`src/hw/gwd_map.svh`:
```
// Constant map of the selectable-period watchdog: timing, select codes,
// register offsets, field positions and reset values.
// Assumes inclusion by bare name from the package and the design modules.
`ifndef GWD_MAP_SVH
`define GWD_MAP_SVH

// ----------------------------------------------------------------
// Timing
// ----------------------------------------------------------------
// Core clock period in ns (25 MHz)
`define GWD_CLK_PERIOD_NS 40
// Base tick time in ns (1 ms)
`define GWD_TICK_TIME_NS 1000000
// Cycles per 1 ms tick, rounded up
`define GWD_TICK_CYCLES ((`GWD_TICK_TIME_NS + `GWD_CLK_PERIOD_NS - 1) / `GWD_CLK_PERIOD_NS)

// ----------------------------------------------------------------
// Period select codes and timeouts in ms
// ----------------------------------------------------------------
`define GWD_SEL_1MS 3'h0
`define GWD_SEL_10MS 3'h1
`define GWD_SEL_30MS 3'h2
`define GWD_SEL_DISABLED 3'h3
`define GWD_SEL_100MS 3'h4
`define GWD_SEL_1S 3'h5
`define GWD_SEL_10S 3'h6
`define GWD_SEL_1MIN 3'h7
// 1 ms
`define GWD_PERIOD_1MS 16'h0001
// 10 ms
`define GWD_PERIOD_10MS 16'h000A
// 30 ms
`define GWD_PERIOD_30MS 16'h001E
// 100 ms
`define GWD_PERIOD_100MS 16'h0064
// 1 s
`define GWD_PERIOD_1S 16'h03E8
// 10 s
`define GWD_PERIOD_10S 16'h2710
// 1 minute
`define GWD_PERIOD_1MIN 16'hEA60

// ----------------------------------------------------------------
// Register bus
// ----------------------------------------------------------------
`define GWD_ADDR_W 8
`define GWD_DATA_W 32
`define GWD_OFF_STATUS 8'h00
`define GWD_OFF_MASK 8'h04
`define GWD_OFF_PULSE 8'h08
`define GWD_OFF_SELECT 8'h0C
`define GWD_OFF_COUNT 8'h10

// ----------------------------------------------------------------
// Fields and reset values
// ----------------------------------------------------------------
`define GWD_EVT_W 2
`define GWD_EVT_TIMEOUT 0
`define GWD_EVT_KICK 1
`define GWD_SELRD_SEL_LSB 0
`define GWD_SELRD_STATE_LSB 4
`define GWD_CNT_W 16
`define GWD_STATUS_RST 2'h0
`define GWD_MASK_RST 2'h0
`define GWD_PULSE_RST 16'h0001

`endif

```
`src/hw/gwd_pkg.sv`:
```
// Types shared by the watchdog design files.
// Assumes the constant map is on the include path.
`include "gwd_map.svh"

package gwd_pkg;

	// Watchdog sequencing, one-hot
	typedef enum logic [2:0] {
		GWD_IDLE = 3'b001,
		GWD_RUN = 3'b010,
		GWD_FIRE = 3'b100
	} gwd_state_t;

	// One register bus request
	typedef struct packed {
		logic [`GWD_ADDR_W-1:0] addr;
		logic [`GWD_DATA_W-1:0] wdata;
		logic wr;
		logic rd;
	} gwd_bus_req_t;

endpackage : gwd_pkg

```
`src/hw/gwd_tick_div.sv`:
```
// Divider making the 1 ms enable pulse of the watchdog.
// Assumes one clock; clear restarts the phase so a period starts exactly.
`timescale 1ns/1ns
`include "gwd_map.svh"

module gwd_tick_div #(
	parameter int TICK_CYCLES = `GWD_TICK_CYCLES
) (
	input wire logic core_clk,
	input wire logic resetn,
	input wire logic clear,
	output logic tick
);

	localparam int CW = (TICK_CYCLES > 1) ? $clog2(TICK_CYCLES) : 1;
	localparam logic [CW-1:0] LAST = CW'(TICK_CYCLES - 1);

	logic [CW-1:0] cnt_q;
	logic [CW-1:0] cnt_d;
	logic tick_q;
	logic tick_d;

	always_comb begin
		cnt_d = cnt_q;
		tick_d = 1'b0;
		if (clear) begin
			cnt_d = '0;
		end else if (cnt_q == LAST) begin
			cnt_d = '0;
			tick_d = 1'b1;
		end else begin
			cnt_d = cnt_q + CW'(1);
		end
	end

	always_ff @(posedge core_clk or negedge resetn) begin
		if (!resetn) begin
			cnt_q <= '0;
			tick_q <= 1'b0;
		end else begin
			cnt_q <= cnt_d;
			tick_q <= tick_d;
		end
	end

	assign tick = tick_q;

endmodule : gwd_tick_div

```
`src/hw/gwd_top.sv`:
```
// Selectable-period watchdog driven by four hub output lines.
// Assumes the pins are asynchronous to core_clk and software also
// reaches a small register file over a plain strobe port.
//
// How it works
// - Expiry without a kick while enabled asserts the system reset output.
// - Timing starts when the select code leaves the disabled code.
// - Select codes map to 1ms,10ms,30ms,100ms,1s,10s and one minute.
// - Code 011 disables: no new reset (a running pulse still ends), count held idle; this is the default.
//
// Strobed register access and the register offsets were chosen for this implementation.
`timescale 1ns/1ns
`include "gwd_map.svh"

module gwd_top #(
	parameter int TICK_CYCLES = `GWD_TICK_CYCLES
) (
	input wire logic core_clk,
	input wire logic resetn,
	input wire logic hubGpioKickPin,
	input wire logic hubGpioSelHiPin,
	input wire logic hubGpioSelMidPin,
	input wire logic hubGpioSelLoPin,
	input wire gwd_pkg::gwd_bus_req_t busReq,
	output logic [`GWD_DATA_W-1:0] busRdata,
	output logic sysReset,
	output logic irq
);

	// ----------------------------------------------------------------
	// Functions
	// ----------------------------------------------------------------
	// period decode
	function automatic logic [`GWD_CNT_W-1:0] gwd_period_ms(input logic [2:0] sel);
		logic [`GWD_CNT_W-1:0] p;
		p = `GWD_PERIOD_1MS;
		case (sel)
			`GWD_SEL_1MS: p = `GWD_PERIOD_1MS;
			`GWD_SEL_10MS: p = `GWD_PERIOD_10MS;
			`GWD_SEL_30MS: p = `GWD_PERIOD_30MS;
			`GWD_SEL_100MS: p = `GWD_PERIOD_100MS;
			`GWD_SEL_1S: p = `GWD_PERIOD_1S;
			`GWD_SEL_10S: p = `GWD_PERIOD_10S;
			`GWD_SEL_1MIN: p = `GWD_PERIOD_1MIN;
			default: p = `GWD_PERIOD_1MS;
		endcase
		return p;
	endfunction : gwd_period_ms

	function automatic logic gwd_hit(input logic [`GWD_ADDR_W-1:0] addr, input logic [`GWD_ADDR_W-1:0] off);
		return addr == off;
	endfunction : gwd_hit

	// ----------------------------------------------------------------
	// Pin synchronisers
	// ----------------------------------------------------------------
	logic [3:0] pinRaw;
	logic [3:0] pinMeta_q;
	logic [3:0] pinSync_q;
	logic kickPrev_q;
	logic [2:0] selPrev_q;
	logic watchdogKickLine;
	logic [2:0] periodSelect;
	logic kickEdge;
	logic selChange;

	assign pinRaw = {hubGpioKickPin, hubGpioSelHiPin, hubGpioSelMidPin, hubGpioSelLoPin};

	// Power-on reads as disabled so no reset fires before the pins settle
	always_ff @(posedge core_clk or negedge resetn) begin
		if (!resetn) begin
			pinMeta_q <= {1'b0, `GWD_SEL_DISABLED};
			pinSync_q <= {1'b0, `GWD_SEL_DISABLED};
			kickPrev_q <= 1'b0;
			selPrev_q <= `GWD_SEL_DISABLED;
		end else begin
			pinMeta_q <= pinRaw;
			pinSync_q <= pinMeta_q;
			kickPrev_q <= watchdogKickLine;
			selPrev_q <= periodSelect;
		end
	end

	assign watchdogKickLine = pinSync_q[3];
	assign periodSelect = pinSync_q[2:0];
	assign kickEdge = watchdogKickLine ^ kickPrev_q;
	assign selChange = periodSelect != selPrev_q;

	// ----------------------------------------------------------------
	// Tick divider
	// ----------------------------------------------------------------
	logic divClear;
	logic msTick;

	gwd_tick_div #(
		.TICK_CYCLES(TICK_CYCLES)
	) u_tick (
		.core_clk(core_clk),
		.resetn(resetn),
		.clear(divClear),
		.tick(msTick)
	);

	// ----------------------------------------------------------------
	// Watchdog sequencing
	// ----------------------------------------------------------------
	gwd_pkg::gwd_state_t state_q;
	gwd_pkg::gwd_state_t state_d;
	logic [`GWD_CNT_W-1:0] msCnt_q;
	logic [`GWD_CNT_W-1:0] msCnt_d;
	logic [`GWD_CNT_W-1:0] pulseCnt_q;
	logic [`GWD_CNT_W-1:0] pulseCnt_d;
	logic [`GWD_CNT_W-1:0] periodMs;
	logic [`GWD_CNT_W-1:0] pulseLen_q;
	logic [`GWD_CNT_W-1:0] pulseLenEff;
	logic sysReset_q;
	logic sysReset_d;
	logic evtTimeout;
	logic selDisabled;

	assign periodMs = gwd_period_ms(periodSelect);
	assign selDisabled = periodSelect == `GWD_SEL_DISABLED;
	// Zero length is taken as one tick, which the >= end test would also give
	assign pulseLenEff = (pulseLen_q == '0) ? `GWD_PULSE_RST : pulseLen_q;

	always_comb begin
		state_d = state_q;
		msCnt_d = msCnt_q;
		pulseCnt_d = pulseCnt_q;
		divClear = 1'b0;
		evtTimeout = 1'b0;
		case (state_q)
			gwd_pkg::GWD_IDLE: begin
				msCnt_d = '0;
				divClear = 1'b1;
				if (!selDisabled) begin
					state_d = gwd_pkg::GWD_RUN;
				end
			end
			gwd_pkg::GWD_RUN: begin
				if (selDisabled) begin
					state_d = gwd_pkg::GWD_IDLE;
					msCnt_d = '0;
					divClear = 1'b1;
				end else if (kickEdge || selChange) begin
					msCnt_d = '0;
					divClear = 1'b1;
				end else if (msTick) begin
					if (msCnt_q == periodMs - `GWD_CNT_W'(1)) begin
						state_d = gwd_pkg::GWD_FIRE;
						pulseCnt_d = '0;
						msCnt_d = '0;
						divClear = 1'b1;
						evtTimeout = 1'b1;
					end else begin
						msCnt_d = msCnt_q + `GWD_CNT_W'(1);
					end
				end
			end
			gwd_pkg::GWD_FIRE: begin
				// Kicks are ignored while the reset pulse runs
				if (msTick) begin
					if (pulseCnt_q + `GWD_CNT_W'(1) >= pulseLenEff) begin
						state_d = selDisabled ? gwd_pkg::GWD_IDLE : gwd_pkg::GWD_RUN;
						pulseCnt_d = '0;
						msCnt_d = '0;
						divClear = 1'b1;
					end else begin
						pulseCnt_d = pulseCnt_q + `GWD_CNT_W'(1);
					end
				end
			end
			default: begin
				state_d = gwd_pkg::GWD_IDLE;
				msCnt_d = '0;
				pulseCnt_d = '0;
				divClear = 1'b1;
			end
		endcase
		sysReset_d = state_d == gwd_pkg::GWD_FIRE;
	end

	always_ff @(posedge core_clk or negedge resetn) begin
		if (!resetn) begin
			state_q <= gwd_pkg::GWD_IDLE;
			msCnt_q <= '0;
			pulseCnt_q <= '0;
			sysReset_q <= 1'b0;
		end else begin
			state_q <= state_d;
			msCnt_q <= msCnt_d;
			pulseCnt_q <= pulseCnt_d;
			sysReset_q <= sysReset_d;
		end
	end

	// ----------------------------------------------------------------
	// Registers and interrupt
	// ----------------------------------------------------------------
	logic [`GWD_EVT_W-1:0] status_q;
	logic [`GWD_EVT_W-1:0] status_d;
	logic [`GWD_EVT_W-1:0] mask_q;
	logic [`GWD_EVT_W-1:0] mask_d;
	logic [`GWD_CNT_W-1:0] pulseLen_d;
	logic [`GWD_DATA_W-1:0] rdata_q;
	logic [`GWD_DATA_W-1:0] rdata_d;
	logic irq_q;
	logic irq_d;
	logic [`GWD_EVT_W-1:0] evtSet;
	logic [`GWD_EVT_W-1:0] evtClr;

	always_comb begin
		evtSet = '0;
		evtSet[`GWD_EVT_TIMEOUT] = evtTimeout;
		evtSet[`GWD_EVT_KICK] = kickEdge && (state_q == gwd_pkg::GWD_RUN);
		evtClr = '0;
		mask_d = mask_q;
		pulseLen_d = pulseLen_q;
		if (busReq.wr) begin
			if (gwd_hit(busReq.addr, `GWD_OFF_STATUS)) begin
				evtClr = busReq.wdata[`GWD_EVT_W-1:0];
			end else if (gwd_hit(busReq.addr, `GWD_OFF_MASK)) begin
				mask_d = busReq.wdata[`GWD_EVT_W-1:0];
			end else if (gwd_hit(busReq.addr, `GWD_OFF_PULSE)) begin
				pulseLen_d = busReq.wdata[`GWD_CNT_W-1:0];
			end
		end
		// Set beats clear in the same cycle so no event is lost
		status_d = (status_q & ~evtClr) | evtSet;
		irq_d = |(status_d & mask_d);
		rdata_d = '0;
		if (busReq.rd) begin
			if (gwd_hit(busReq.addr, `GWD_OFF_STATUS)) begin
				rdata_d[`GWD_EVT_W-1:0] = status_q;
			end else if (gwd_hit(busReq.addr, `GWD_OFF_MASK)) begin
				rdata_d[`GWD_EVT_W-1:0] = mask_q;
			end else if (gwd_hit(busReq.addr, `GWD_OFF_PULSE)) begin
				rdata_d[`GWD_CNT_W-1:0] = pulseLen_q;
			end else if (gwd_hit(busReq.addr, `GWD_OFF_SELECT)) begin
				rdata_d[`GWD_SELRD_SEL_LSB +: 3] = periodSelect;
				rdata_d[`GWD_SELRD_STATE_LSB +: 3] = state_q;
			end else if (gwd_hit(busReq.addr, `GWD_OFF_COUNT)) begin
				rdata_d[`GWD_CNT_W-1:0] = msCnt_q;
			end
		end
	end

	always_ff @(posedge core_clk or negedge resetn) begin
		if (!resetn) begin
			status_q <= `GWD_STATUS_RST;
			mask_q <= `GWD_MASK_RST;
			pulseLen_q <= `GWD_PULSE_RST;
			rdata_q <= '0;
			irq_q <= 1'b0;
		end else begin
			status_q <= status_d;
			mask_q <= mask_d;
			pulseLen_q <= pulseLen_d;
			rdata_q <= rdata_d;
			irq_q <= irq_d;
		end
	end

	assign busRdata = rdata_q;
	assign sysReset = sysReset_q;
	assign irq = irq_q;

endmodule : gwd_top

```
`config.mk`:
```
export PLATFORM = sky130hd
export DESIGN_NAME = gwd_top
export DESIGN_NICKNAME = d
export VERILOG_FILES = /design/src/hw/gwd_pkg.sv /design/src/hw/gwd_tick_div.sv /design/src/hw/gwd_top.sv
export VERILOG_INCLUDE_DIRS = /design/src /design/src/hw
export SDC_FILE = /design/constraint.sdc
export NUM_CORES = 1
export LEC_CHECK = 0
export BUFFER_PORTS_ARGS = -buffer_cell sky130_fd_sc_hd__buf_2
export CAP_MARGIN = 20
export CORE_UTILIZATION = 56
export CTS_CLUSTER_DIAMETER = 120
export DETAILED_ROUTE_END_ITERATION = 12
export PLACE_DENSITY = 0.85
export SYNTH_ARGS = -nofsm -noshare
export SYNTH_HDL_FRONTEND = slang
export SYNTH_HIERARCHICAL = 1
export SYNTH_SLANG_ARGS = --single-unit
export TNS_END_PERCENT = 1
```
`constraint.sdc`:
```
create_clock -name core_clk -period 5.01 [get_ports core_clk]
set_input_delay 1.002 -clock core_clk [delete_from_list [all_inputs] [get_ports core_clk]]
set_output_delay 1.002 -clock core_clk [all_outputs]
set_load 0.02 [all_outputs]
```
==> results.json, run 1 <==
{
  "final_common_cell": "dfrtp_1",
  "gp_congestion": 0.932,
  "critical_path_buf_inv_count": 0,
  "rr_worst_depth": 12,
  "cts-htree-levels": 3,
  "postLayoutCellArea_um2": 6230,
  "cts_buffers": 9,
  "synth_edf_count": 0,
  "status": "complete, no violations",
  "clockBufferDepth": 2,
  "fmax_ghz": 0.237,
  "whs_endpoint": "pinSync_q[1]$_DFF_PN1_",
  "drc": 0,
  "clock_skew_ps": 9.13,
  "areaGrowthSynthToFinish_pct": 8.53,
  "hp-class": "register to register",
  "dpl-instance-area_um2": 5990,
  "rows": 36,
  "crit_top_cell": "ha_1",
  "route.vias.total": 4582,
  "initial_core_util_pct": 58.2,
  "grt_pass1_vias": 4340,
  "postCtsHoldBufs": 0,
  "total_power_w": 0.00172,
  "slew_headroom_pct": 46.7,
  "post_cts.resized_instances": 0,
  "dieWidth_um": 103,
  "grt_usage_pct": 25.7,
  "fin_nets": 694,
  "final.setup.tns_ps": 0,
  "tightest_slew_ps": 800,
  "final_util_pct": 63.1,
  "grt_pass1_wl_mm": 20.5,
  "start_kind": "register",
  "worstSetupPathType": "register to register",
  "period_share_pct": 84.1,
  "die_area_um2": 10700,
  "synth-seq-cells": 101,
  "whs_path_depth": 0,
  "n_fill_cell": 800,
  "critPathArrivalTime_ps": 4490,
  "initialDrtViolationCount": 417,
  "clkTransAtPathRegs_ps": 90,
  "diodes": 0,
  "crit_family": "simple AND/OR/NAND/NOR gates",
  "cts_root_buffer": "clkbuf_8",
  "hold_path.startpoint": "pinMeta_q[1]$_DFF_PN1_",
  "insertion_delay_ps": 380,
  "synth_async_sr_flop_share_pct": 100,
  "fin_crit_ps": 4210,
  "netlist_area_um2": 5740,
  "vdd_ir_drop_max_v": 0.000200,
  "p_leak_nw": 2.73,
  "synth_ff_type": "dfrtp_1",
  "fin_worst_hold_slack_ps": 360,
  "crit_required_ps": 5290,
  "dieHeight_um": 103,
  "most-common-layout-cells": "93 x dfrtp_1, 52 x nor2_1, 48 x buf_2, 40 x nand2_1, 34 x o21ai_0",
  "path_max_fanout": 13,
  "critPathMaxStageDelay_ps": 570,
  "clock-sinks": 101,
  "core_um2": 9860,
  "yosysWarningCount": 6,
  "grt-ovfl-total": 0,
  "reg2reg_from": "pulseCnt_q[0]$_DFFE_PN0P_",
  "syn_area_per_cell_um2": 9.74,
  "finalHoldViolations": 0,
  "post_cts_buffers": 0,
  "cap_violations": 0,
  "worstPathCellList": "ha_1 > and3_1 > and2_1 > nand3_1 > xnor2_1 > ha_1 > o21ai_0 > nor2_1 > or3_1 > or2_2 > or2_0 > o41ai_2",
  "dp_hpwl_mm": 9.31,
  "ant_nets": 0,
  "rrSetupSlack_ps": 800,
  "wire_per_inst_um": 16.8,
  "io_pins": 82,
  "slowest_stage": "or3_1",
  "maxSlewViolCount": 0,
  "io_buffers": 49,
  "grt_max_degree": 65,
  "rsz0062_at_grt": "no",
  "synthCells": 589,
  "firstDrtPassIters": 5,
  "p_per_area_nw_per_um2": 276,
  "cts_tree": "built",
  "synth_seq_area_share_pct": 44.2,
  "finalSetupViolations": 0,
  "end_kind": "register",
  "routed_wl_mm": 12.8,
  "ys_types": 74,
  "r2r-end": "pulseCnt_q[13]$_DFFE_PN0P_",
  "layout-drive-gt1-share_pct": 17.7,
  "viasPerCell": 5.99,
  "antenna_found_initial": 0
}
stage by stage:
stage | worst slack [ps] | instances
after floorplan | 1080 | 604
after global placement | 959 | 749
after detailed placement | 809 | 749
after CTS | 761 | 765
after global routing | 437 | 765
final | 797 | 765
cells in the mapped netlist (4+ instances only):
master | count | area [um^2]
a21oi_1 | 16 | 80.1
dfstp_2 | 8 | 210
dfrtp_1 | 93 | 2330
xnor2_1 | 20 | 175
mux2_2 | 18 | 203
a222oi_1 | 4 | 40.0
nand2_1 | 40 | 150
and2_1 | 6 | 37.5
o211ai_1 | 5 | 37.5
nor2b_1 | 4 | 25.0
o31ai_1 | 8 | 60.1
clkbuf_1 | 14 | 52.6
or4_1 | 6 | 45.0
ha_1 | 19 | 238
a211oi_1 | 4 | 30.0
inv_1 | 25 | 93.8
nor3b_1 | 4 | 30.0
nand2b_1 | 21 | 131
xor2_1 | 20 | 175
buf_2 | 5 | 25.0
nor4_1 | 5 | 31.3
and3_1 | 14 | 87.6
a22oi_1 | 12 | 90.1
o21ai_0 | 34 | 170
buf_4 | 18 | 135
nor3_1 | 18 | 90.1
nand3_1 | 21 | 105
nor2_1 | 52 | 195
nand4_1 | 11 | 68.8
layer usage:
metal	track usage [%]	share of wire [%]	up-vias
met1	31.5	40	2219
met2	43.8	50	188
met5	0	0	-
li1	-	-	2144
met3	6.38	7.2	31
met4	10.1	2.2	0
power breakdown:
part / switching (W) / leakage [nW] / total (W) / internal, W
Clock: 0.000275 / 0.116 / 0.000606 / 0.000332
Sequential: 0.0000309 / 1.35 / 0.000874 / 0.000843
Combinational: 0.000165 / 1.26 / 0.000240 / 0.0000750
worst reg2reg max path, cell delays in order (launching register included):
cell and delay (ps):
dfrtp_1 430, ha_1 280, and3_1 270, and2_1 290
nand3_1 150, xnor2_1 270, ha_1 310, o21ai_0 230
nor2_1 120, or3_1 570, or2_2 510, or2_0 420
o41ai_2 280
flip-flops by register name, indices dropped and copies added, names as in the netlist:
| signal | count |
|---|---|
| u_tick/tick | 1 |
| sysReset | 1 |
| busRdata | 16 |
| pinMeta_q | 4 |
| pulseLen_q | 16 |
| kickPrev_q | 1 |
| msCnt_q | 16 |
| irq | 1 |
| state_q | 3 |
| pinSync_q | 4 |
| mask_q | 2 |
| selPrev_q | 3 |
| u_tick/cnt_q | 15 |
| pulseCnt_q | 16 |
| status_q | 2 |
kinds of logic after synthesis:
| kind of cell | share of synthesized area [%] |
|---|---|
| adders and majority gates | 4.14 |
| buffers and inverters | 6.00 |
| muxes | 3.71 |
| other | 0.0654 |
| and+or+nand+nor | 21.4 |
| xor gates and xnor gates | 6.11 |
| DFF | 44.2 |
| AOI/OAI and AO/OA | 14.3 |
worst max-delay path by stage:
stage / to / startpoint / cells past startpoint / slack, ps
2_1_floorplan: u_tick/cnt_q[10]$_DFF_PN0_ / pulseCnt_q[0]$_DFFE_PN0P_ / 16 / 1080
3_3_place_gp: u_tick/cnt_q[8]$_DFF_PN0_ / pulseCnt_q[0]$_DFFE_PN0P_ / 15 / 960
3_5_place_dp: u_tick/cnt_q[14]$_DFF_PN0_ / pulseCnt_q[0]$_DFFE_PN0P_ / 15 / 810
4_1_cts: u_tick/cnt_q[4]$_DFF_PN0_ / pulseCnt_q[0]$_DFFE_PN0P_ / 15 / 760
5_1_grt: u_tick/cnt_q[4]$_DFF_PN0_ / pulseCnt_q[0]$_DFFE_PN0P_ / 15 / 440
6_report: pulseCnt_q[13]$_DFFE_PN0P_ / pulseCnt_q[0]$_DFFE_PN0P_ / 12 / 800
cell type report:
cell class                 count  area, um^2  share of cell area [%]
clock inverter                 6         111                    1.79
clock buffer                  10         128                    2.05
multi-input combinational    437        2910                    46.8
timing repair buffer          53         278                    4.46
tap                          133         166                    2.67
sequential                   101        2540                    40.8
inverter                      25        93.8                    1.51
Power figures use the tool's default switching activity.
==> run 2, diff against run 1 <==
clock period = 4.1 ns   (was 5.01 ns; I/O delays follow)
==> run 2 against run 1 <==
Against the previous run:
- setup slack worse by 560 ps
- critical path depth is 2 higher
- core utilization is 0.10 points lower
- final area is 0.16% lower
- via count hardly changed
- fmax is 9.0% higher
- flip-flop and latch count stayed put
- worst hold slack worse by 0.50 ps
- critical path type unchanged
- critical endpoint unchanged
- largest power group unchanged
- highest routed layer unchanged
==> results.json, run 2 (same netlist as run 1, synthesis figures left out) <==
{
  "cts_buffers": 9,
  "p_leak_nw": 2.73,
  "worstSetupPathType": "register to register",
  "grt_pass1_vias": 4372,
  "diodes": 0,
  "hp-class": "register to register",
  "fin_nets": 698,
  "finalSetupViolations": 0,
  "maxSlewViolCount": 0,
  "io_buffers": 49,
  "gp_congestion": 0.923,
  "period_share_pct": 94.3,
  "insertion_delay_ps": 390,
  "layout-drive-gt1-share_pct": 18.6,
  "io_pins": 82,
  "cts_tree": "built",
  "dieHeight_um": 103,
  "dr_wl_met2_mm": 6.35,
  "fin_crit_ps": 3870,
  "dieWidth_um": 103,
  "core_um2": 9860,
  "rsz0062_at_grt": "no",
  "dp_hpwl_mm": 9.31,
  "wire_per_inst_um": 16.8,
  "die_area_um2": 10700,
  "route.vias.total": 4579,
  "clock_skew_ps": 15.0,
  "met1_length_mm": 5.31,
  "finalHoldViolations": 0,
  "slew_headroom_pct": 49.5,
  "initialDrtViolationCount": 342,
  "cts_root_buffer": "clkbuf_8",
  "p_per_area_nw_per_um2": 320,
  "crit_required_ps": 4400,
  "clock-sinks": 101,
  "ant_nets": 0,
  "start_kind": "register",
  "path_max_fanout": 15,
  "grt-ovfl-total": 0,
  "final_common_cell": "dfrtp_1",
  "grt_usage_pct": 26.1,
  "initial_core_util_pct": 58.2,
  "cts-htree-levels": 3,
  "drc": 0,
  "firstDrtPassIters": 6,
  "clkTransAtPathRegs_ps": 100,
  "n_fill_cell": 778,
  "grt_max_degree": 57,
  "routed_wl_mm": 12.9,
  "critPathArrivalTime_ps": 4160,
  "final.setup.tns_ps": 0,
  "fmax_ghz": 0.259,
  "rows": 36,
  "grt_pass1_wl_mm": 20.9,
  "fin_worst_hold_slack_ps": 360,
  "cap_violations": 0,
  "met3WireLength_um": 854,
  "top_layer_used": "met4",
  "status": "complete, no violations",
  "areaGrowthSynthToFinish_pct": 8.35,
  "end_kind": "register",
  "viasPerCell": 5.95,
  "clockBufferDepth": 2,
  "antenna_found_initial": 0,
  "most-common-layout-cells": "93 x dfrtp_1, 52 x nor2_1, 48 x buf_2, 40 x nand2_1, 34 x o21ai_0",
  "vdd_ir_drop_max_v": 0.000247,
  "tightest_slew_ps": 752
}
[run 2: metal layers]
layer  vias to the layer above  track usage, %
met5                         -               0
met4                         0            12.9
met3                        42            6.32
met2                       182            42.4
met1                      2207            32.7
li1                       2148               -
[run 2: critical path, cell delays in order, from the launching register on]
cell	delay [ps]
dfrtp_1	430
ha_1	300
and3_1	270
and2_1	300
nand3_1	130
xnor2_1	240
ha_1	300
a21o_1	190
a21oi_1	180
and3_1	190
a221oi_1	70
buf_4	220
or2_2	310
or2_0	380
o41ai_2	250
[run 2: path summary, 6_finish.rpt]
kind                                           start                    endpoint  slack [ps]  depth (start not counted)
min in group asynchronous                     resetn          sysReset$_DFF_PN0_         470                          1
max                        pulseCnt_q[0]$_DFFE_PN0P_  pulseCnt_q[13]$_DFFE_PN0P_         230                         14
max reg2reg                pulseCnt_q[0]$_DFFE_PN0P_  pulseCnt_q[13]$_DFFE_PN0P_         230                         14
min                           pinMeta_q[3]$_DFF_PN0_      pinSync_q[3]$_DFF_PN0_         360                          0
min reg2reg                   pinMeta_q[3]$_DFF_PN0_      pinSync_q[3]$_DFF_PN0_         360                          0
max in group asynchronous                     resetn      msCnt_q[4]$_DFFE_PN0P_        2850                          2
[run 2: repair_timing]
| action | 4_1_cts | 5_1_grt |
|---|---|---|
| setup buffers | 0 | 0 |
| endpoints found under the setup margin | 0 | 14 |
| hold buffers | 0 | 0 |
| gates resized for setup | 0 | 1 |
[run 2: area by class of cell]
class | instances | area [um^2] | area share, %
clock inverter | 7 | 72.6 | 1.17
timing repair buffer | 57 | 308 | 4.95
multi-input combinational | 437 | 2910 | 46.9
tap | 133 | 166 | 2.68
clock buffer | 9 | 124 | 1.99
sequential | 101 | 2540 | 40.8
inverter | 25 | 93.8 | 1.51
[run 2: power by group]
part	leakage (nW)	total, W	internal [W]	switching (W)
sequential	1.35	0.00107	0.00103	0.0000353
clock	0.0960	0.000636	0.000284	0.000352
combinational	1.28	0.000290	0.0000924	0.000198
[run 2: per-stage QoR]
| step | power, W | setup slack [ps] | instance area [um^2] | cells | util [%] |
|---|---|---|---|---|---|
| floorplan | 0.00129 | 175 | 5790 | 604 | - |
| CTS | 0.00200 | 181 | 6210 | 769 | 63.0 |
| detailed placement | 0.00137 | 211 | 6020 | 753 | 61.0 |
| global placement | 0.00136 | 403 | 6020 | 753 | 61.0 |
| finish | 0.00199 | 234 | 6220 | 769 | 63.0 |
| global route | 0.00208 | 43.9 | 6220 | 769 | 63.0 |
